File: src/rtl/frt_regs.vh
// Register map, field layout and constants of the free running timer counter
`ifndef FRT_REGS_VH
`define FRT_REGS_VH

// Byte addresses of the word registers
`define FRT_ADDR_COUNT_HI 12'h000
`define FRT_ADDR_COUNT_LO 12'h004
`define FRT_ADDR_SHADOW_HI 12'h008
`define FRT_ADDR_SHADOW_LO 12'h00C
`define FRT_ADDR_STATUS 12'h010
`define FRT_ADDR_CTRL_ONE 12'h014
`define FRT_ADDR_CTRL_TWO 12'h018

// Field positions
`define FRT_CTL1_IRQ_EN 0
`define FRT_CTL2_CLKSEL_LO 0
`define FRT_CTL2_CLKSEL_HI 1
`define FRT_CTL2_EDGE 2
`define FRT_STAT_ROLLOVER 7

// Values
`define FRT_COUNT_RESET 16'hFFFC
`define FRT_COUNT_MAX 16'hFFFF
`define FRT_CLK_DIV4 2'h0
`define FRT_CLK_DIV2 2'h1
`define FRT_CLK_DIV8 2'h2
`define FRT_CLK_EXT 2'h3
`define FRT_PRESC_W 3
`define FRT_PRESC_ONE 3'h1
`define FRT_MASK_DIV2 3'h1
`define FRT_MASK_DIV4 3'h3
`define FRT_MASK_DIV8 3'h7

`endif

File: src/rtl/frt_timer.v
// Free running 16-bit timer counter with APB register access
`timescale 1ns/10ps
`include "frt_regs.vh"

module frt_timer (
   // Clock and reset
   input wire clk_in,
   input wire rstn_in,
   // APB slave
   input wire psel_in,
   input wire penable_in,
   input wire pwrite_in,
   input wire [11:0] paddr_in,
   input wire [31:0] pwdata_in,
   output wire [31:0] prdata_out,
   output wire pready_out,
   output wire pslverr_out,
   // System
   input wire halt_in,
   input wire cpu_irq_mask_in,
   input wire ext_clock_pin_in,
   input wire ext_clock_bonded_in,
   // Interrupt request
   output wire irq_out
);

   ////////////////////////////////////////////////////////////////////////////
   reg [15:0] count_ff;
   reg [15:0] nxt_count;
   reg [7:0] lo_buf_ff;
   reg [7:0] nxt_lo_buf;
   reg buf_held_ff;
   reg nxt_buf_held;
   reg rollover_flag_ff;
   reg nxt_rollover_flag;
   reg clear_armed_ff;
   reg nxt_clear_armed;
   reg [`FRT_PRESC_W-1:0] presc_ff;
   reg ext_sync_ff;
   reg ext_pin_ff;
   reg ext_prev_ff;
   reg rollover_irq_enable_ff;
   reg [2:0] timer_control_two_ff;
   reg [31:0] rdata_ff;
   reg [31:0] nxt_rdata;
   reg wait_ff;
   wire acc_first;
   wire done;
   reg tick;
   reg [`FRT_PRESC_W-1:0] presc_mask;
   wire [1:0] clock_select;
   wire ext_clock_edge_select;
   wire ext_level;
   wire ext_edge;
   wire acc;
   wire wr;
   wire rd;
   wire mapped;

   assign clock_select = timer_control_two_ff[`FRT_CTL2_CLKSEL_HI:`FRT_CTL2_CLKSEL_LO];
   assign ext_clock_edge_select = timer_control_two_ff[`FRT_CTL2_EDGE];

   // One wait state: read data is registered in the first access cycle, so it
   // stands at the completing edge; writes land at the completing edge
   assign acc = psel_in & penable_in;
   assign acc_first = acc & ~wait_ff;
   assign done = acc & wait_ff;
   assign wr = done & pwrite_in;
   assign rd = acc_first & ~pwrite_in;
   assign pready_out = wait_ff;
   assign mapped = (paddr_in == `FRT_ADDR_COUNT_HI) | (paddr_in == `FRT_ADDR_COUNT_LO) |
                   (paddr_in == `FRT_ADDR_SHADOW_HI) | (paddr_in == `FRT_ADDR_SHADOW_LO) |
                   (paddr_in == `FRT_ADDR_STATUS) | (paddr_in == `FRT_ADDR_CTRL_ONE) |
                   (paddr_in == `FRT_ADDR_CTRL_TWO);
   assign pslverr_out = acc & ~mapped;
   assign prdata_out = rdata_ff;

   ////////////////////////////////////////////////////////////////////////////
   // Unbonded pin reads as high, so it never produces edges
   assign ext_level = ext_clock_bonded_in ? ext_clock_pin_in : 1'b1;

   // Two-stage synchroniser, then edge detect on the clean stage
   always @(posedge clk_in or negedge rstn_in) begin
      if (!rstn_in) begin
         ext_sync_ff <= 1'b1;
         ext_pin_ff <= 1'b1;
         ext_prev_ff <= 1'b1;
      end else begin
         ext_sync_ff <= ext_level;
         ext_pin_ff <= ext_sync_ff;
         ext_prev_ff <= ext_pin_ff;
      end
   end

   // Rising when select set, falling otherwise; needs slow pin
   assign ext_edge = ext_clock_edge_select ? (ext_pin_ff & ~ext_prev_ff) : (~ext_pin_ff & ext_prev_ff);

   ////////////////////////////////////////////////////////////////////////////
   // Divider mask per clock selection
   always @* begin
      case (clock_select)
         `FRT_CLK_DIV4: presc_mask = `FRT_MASK_DIV4;
         `FRT_CLK_DIV2: presc_mask = `FRT_MASK_DIV2;
         `FRT_CLK_DIV8: presc_mask = `FRT_MASK_DIV8;
         default: presc_mask = {`FRT_PRESC_W{1'b0}};
      endcase
   end

   // Count enable: prescaler terminal count or external edge; halt freezes both
   always @* begin
      if (halt_in) begin
         tick = 1'b0;
      end else if (clock_select == `FRT_CLK_EXT) begin
         tick = ext_edge;
      end else begin
         tick = ((presc_ff & presc_mask) == presc_mask);
      end
   end

   // Prescaler runs from reset, holding only while halted, so two instances stay in step
   always @(posedge clk_in or negedge rstn_in) begin
      if (!rstn_in) begin
         presc_ff <= {`FRT_PRESC_W{1'b0}};
      end else if (!halt_in) begin
         presc_ff <= presc_ff + `FRT_PRESC_ONE;
      end
   end

   ////////////////////////////////////////////////////////////////////////////
   // Counter, read buffer, flag and clear sequence
   always @* begin
      nxt_count = count_ff;
      nxt_lo_buf = lo_buf_ff;
      nxt_buf_held = buf_held_ff;
      nxt_rollover_flag = rollover_flag_ff;
      nxt_clear_armed = clear_armed_ff;
      nxt_rdata = 32'h0;
      if (tick) begin
         nxt_count = count_ff + 16'h0001;
      end
      if (wr && ((paddr_in == `FRT_ADDR_COUNT_LO) || (paddr_in == `FRT_ADDR_SHADOW_LO))) begin
         nxt_count = `FRT_COUNT_RESET;
      end
      // Status read arms clear only when the flag is seen set
      if (rd && (paddr_in == `FRT_ADDR_STATUS)) begin
         nxt_clear_armed = rollover_flag_ff;
      end
      if ((rd || wr) && (paddr_in == `FRT_ADDR_COUNT_LO) && clear_armed_ff) begin
         nxt_rollover_flag = 1'b0;
         nxt_clear_armed = 1'b0;
      end
      // Set wins over a coincident clear
      if (tick && (count_ff == `FRT_COUNT_MAX)) begin
         nxt_rollover_flag = 1'b1;
      end
      if (rd) begin
         case (paddr_in)
            `FRT_ADDR_COUNT_HI, `FRT_ADDR_SHADOW_HI: begin
               nxt_rdata = {24'h0, count_ff[15:8]};
               if (!buf_held_ff) begin
                  nxt_lo_buf = count_ff[7:0];
                  nxt_buf_held = 1'b1;
               end
            end
            `FRT_ADDR_COUNT_LO, `FRT_ADDR_SHADOW_LO: begin
               nxt_rdata = {24'h0, buf_held_ff ? lo_buf_ff : count_ff[7:0]};
               nxt_buf_held = 1'b0;
            end
            `FRT_ADDR_STATUS: nxt_rdata = {24'h0, rollover_flag_ff, 7'h0};
            `FRT_ADDR_CTRL_ONE: nxt_rdata = {31'h0, rollover_irq_enable_ff};
            `FRT_ADDR_CTRL_TWO: nxt_rdata = {29'h0, timer_control_two_ff};
            default: nxt_rdata = 32'h0;
         endcase
      end
   end

   // Data register loaded in the first access cycle; stands while pready is high
   always @(posedge clk_in or negedge rstn_in) begin
      if (!rstn_in) begin
         wait_ff <= 1'b0;
         count_ff <= `FRT_COUNT_RESET;
         lo_buf_ff <= 8'h00;
         buf_held_ff <= 1'b0;
         rollover_flag_ff <= 1'b0;
         clear_armed_ff <= 1'b0;
         rdata_ff <= 32'h0;
      end else begin
         wait_ff <= acc_first;
         count_ff <= nxt_count;
         lo_buf_ff <= nxt_lo_buf;
         buf_held_ff <= nxt_buf_held;
         rollover_flag_ff <= nxt_rollover_flag;
         clear_armed_ff <= nxt_clear_armed;
         rdata_ff <= nxt_rdata;
      end
   end

   ////////////////////////////////////////////////////////////////////////////
   // Control registers
   always @(posedge clk_in or negedge rstn_in) begin
      if (!rstn_in) begin
         rollover_irq_enable_ff <= 1'b0;
         timer_control_two_ff <= 3'h0;
      end else if (wr && (paddr_in == `FRT_ADDR_CTRL_ONE)) begin
         rollover_irq_enable_ff <= pwdata_in[`FRT_CTL1_IRQ_EN];
      end else if (wr && (paddr_in == `FRT_ADDR_CTRL_TWO)) begin
         timer_control_two_ff <= pwdata_in[2:0];
      end
   end

   // Flag stays pending while masked
   assign irq_out = rollover_flag_ff & rollover_irq_enable_ff & ~cpu_irq_mask_in;

endmodule // frt_timer

File: config.mk
export PLATFORM = sky130hd
export DESIGN_NAME = frt_timer
export DESIGN_NICKNAME = d
export VERILOG_FILES = /design/src/rtl/frt_timer.v
export VERILOG_INCLUDE_DIRS = /design/src /design/src/rtl
export SDC_FILE = /design/constraint.sdc
export NUM_CORES = 1
export LEC_CHECK = 0
export BUFFER_PORTS_ARGS = -buffer_cell sky130_fd_sc_hd__buf_2
export CAP_MARGIN = 5
export CORE_ASPECT_RATIO = 1.2
export CORE_MARGIN = 3
export CORE_UTILIZATION = 51
export DETAILED_ROUTE_END_ITERATION = 8
export HOLD_SLACK_MARGIN = 0.1
export PLACE_DENSITY = 0.8
export SYNTH_ARGS = -nofsm -noshare
export SYNTH_HDL_FRONTEND = slang
export SYNTH_SLANG_ARGS = --single-unit
File: constraint.sdc
create_clock -name clk_in -period 2.65 [get_ports clk_in]
set_clock_uncertainty 0.1 [all_clocks]
set_input_delay 0.265 -clock clk_in [delete_from_list [all_inputs] [get_ports clk_in]]
set_output_delay 0.265 -clock clk_in [all_outputs]
set_load 0.1 [all_outputs]
==> impl_results.md <==
- Internal Power: 1.12 mW
- Io pins: 88
- Top-area cell type share of the netlist area: 27.1%
- Synth warn: 0
- Drt total wl: 5.37 mm
- Top cells by area, synth: dfrtp_1 27%, dfstp_2 17%, mux2i_1 7.5%
- CP Capture Type: register
- CTS H-tree lvls: 2
- Initial Util: 53.4%
- Port bufs: 34
- Critical path class: register to register
- Area growth, synth to finish: 11.7%
- Avg Inst Size Synth: 9.90 um^2
- Fin util: 59.6%
- Reg clk slew, reported paths: 80 ps
- Placeable Area: 5010 um^2
- Gr usage total: 18.4%
- GP Congestion: 0.939
- Commonest non-fill, non-tap cell in the layout: buf_2
- Worst-skew pair later-pin latency: 290 ps
- Total power: 1.73 mW
- Post_cts resized: 0
- DRT antenna net count: 0
- ANT cells: 0
- Pwr dens: 579 nW/um^2
- RSZ-0062 raised after global routing: no
- Sw Ratio: 35.1%
- EDFF count, synth: 0
- Die Y-Extent: 85.3 um
- Multi-input gate area: 1340 um^2
- Row cnt: 28
- Post-detail-place hpwl: 3.85 mm
- Worst path arrival time: 2440 ps
- Drt pass-1 iters: 4
- Reg2reg start: ext_prev_ff
- Part of the Yosys area used for sequential elements: 43.8%
- DRC: 0
- Worst-margin pin slew: 916 ps
- Width of the die: 72.1 um
- Design area: 2990 um^2
- Seq cells post-synth: 46
- Commonest cells after routing, fill and taps aside: 34 x buf_2, 30 x nor2_1, 29 x dfrtp_1, 24 x conb_1, 20 x mux2i_1
- Outcome: completed
- Post-synth ARST share: 100%
- Die Footprint: 6150 um^2
- Netlist cell types: 46
- Peak supply drop: 254 uV
- Register area: 1170 um^2
- Max Fclk: 431 MHz
- # Post-CTS Setup Buffers: 0
- Nets: 363
- Initial antenna violation count: 0
- Synthesized area: 2670 um^2
- Dominant synthesized flop cell: dfrtp_1
- Clk pwr share: 24.9%
- Final setup violation count: 0
- Mapped Cells: 270
- Starting DRT DRC Count: 180
- Max Slew Vio Count: 0
- Root Driver: clkbuf_8
- GRT overflow: 0
- Global-route wire length before repair: 9.13 mm
- Routed length per instance: 14.6 um
- TritonCTS Sinks: 46
- Final period util: 87.5%
- HP Class: primary input to register
- Area after DPL: 2850 um^2
- Final Critical Period: 2320 ps
- Fin Setup TNS: 0 ps
- Area leader, netlist: dfrtp_1
- Gate power share: 26.1%
- Relative slew slack: 38.9%
- # fillers: 436
- Clock tree from TritonCTS: yes
- Share of post-route cells with drive strength above 1: 27.8%
- CTS Buffer Depth: 2
- Flop pwr share: 49.0%
- Final hold vios: 0
- Switching pwr: 0.606 mW
- Vias per inst: 5.69
- HP Start: pwdata_in[0]
- Max cap viols: 0
- Total CTS buffers: 5
- Worst path required time: 2770 ps
- Total number of vias: 2098
- Critical Path Start: ext_prev_ff
- Largest net degree at the start of global routing: 44
- Minimum hold slack: 113 ps
- Vias in the first global route: 2025
- Crit path max fanout: 18
- Startpoint Class: register
- LEAKAGE: 1.26 nW
-- routing by layer --
layer	up-vias	track usage, %	wire length [um]
li1	1004	-	-
met4	0	9.06	129
met5	-	0	0
met2	89	30.7	2710
met1	992	22.4	2180
met3	13	3.79	348
-- layout make-up --
class / instances / area share, %
Clock inverter: 1 / 0.168
Clock buffer: 7 / 2.89
Multi-Input combinational cell: 205 / 45.0
Timing Repair Buffer: 47 / 9.80
Sequential cell: 46 / 39.3
Inverter: 3 / 0.377
Tap cell: 60 / 2.51
-- cell usage after synthesis (2+ instances only) --
master and instances:
ha_1 2, nor2b_1 14, or3_1 3, mux2_2 14, nand4_1 9, buf_1 2
nor4_1 16, buf_2 2, dfrtp_1 29, nor4b_1 2, o41ai_1 3, mux2i_1 20
and3_1 3, dfstp_2 17, nand2b_1 3, nor3_1 3, clkbuf_1 11, nor2_1 30
and4_1 3, a21oi_1 14, nand3_1 6, nand4b_1 2, or3b_2 2, buf_4 24
or4_4 2, inv_1 3, xnor2_1 2, nand2_1 10, o21ai_0 2
-- power groups by stage --
stage	Sequential [mW]	Clock, mW	Combinational, mW
2_1_floorplan	0.842	0	0.380
3_3_place_gp	0.854	0	0.437
3_5_place_dp	0.858	0	0.447
4_1_cts	0.846	0.446	0.452
5_1_grt	0.860	0.479	0.498
6_report	0.847	0.430	0.452
-- path summary, 6_finish.rpt --
kind	to	cells past startpoint	slack, ps
worst max-delay path	rollover_flag_ff	4	330
worst min-delay path	timer_control_two_ff[0]	2	110
worst max register to register	rollover_flag_ff	4	330
worst min register to register	ext_pin_ff	0	260
max in group asynchronous	count_ff[12]	3	1230
min in group asynchronous	lo_buf_ff[5]	2	540
-- cell families after synthesis --
logic type,share of synthesized area [%]
AND/OR/NAND/NOR,24.4
flip-flops,43.8
buffers and inverters,9.36
multiplexers,13.4
AO/OA/AOI/OAI,6.93
XOR/XNOR,0.983
adder cells (fa/ha/maj),0.936
other,0.140
-- stage by stage --
stage               setup WS (ps)  std cells
CTS                           344        369
floorplan                     163        293
global route                  189        369
finish                        331        369
detailed placement            209        356
global placement              213        356
-- worst max-delay path, stage by stage, from the launching register on --
cell and delay [ps]:
dfstp_2 540, or3b_2 450, o2111a_1 380, or4_1 600, o21ai_0 160
-- timing repair --
action | 4_1_cts | 5_1_grt
hold buffers | 5 | 0
endpoints found under the setup margin | 0 | 0
endpoints found under the hold margin | 32 | 0
-- sequential cells by signal (all words and copies together), names as in the netlist, 3 cells and up --
name and flops:
count_ff 16, lo_buf_ff 8, prdata_out 8, presc_ff 3
timer_control_two_ff 3
Note: power is estimated with default switching activity, not from simulation.
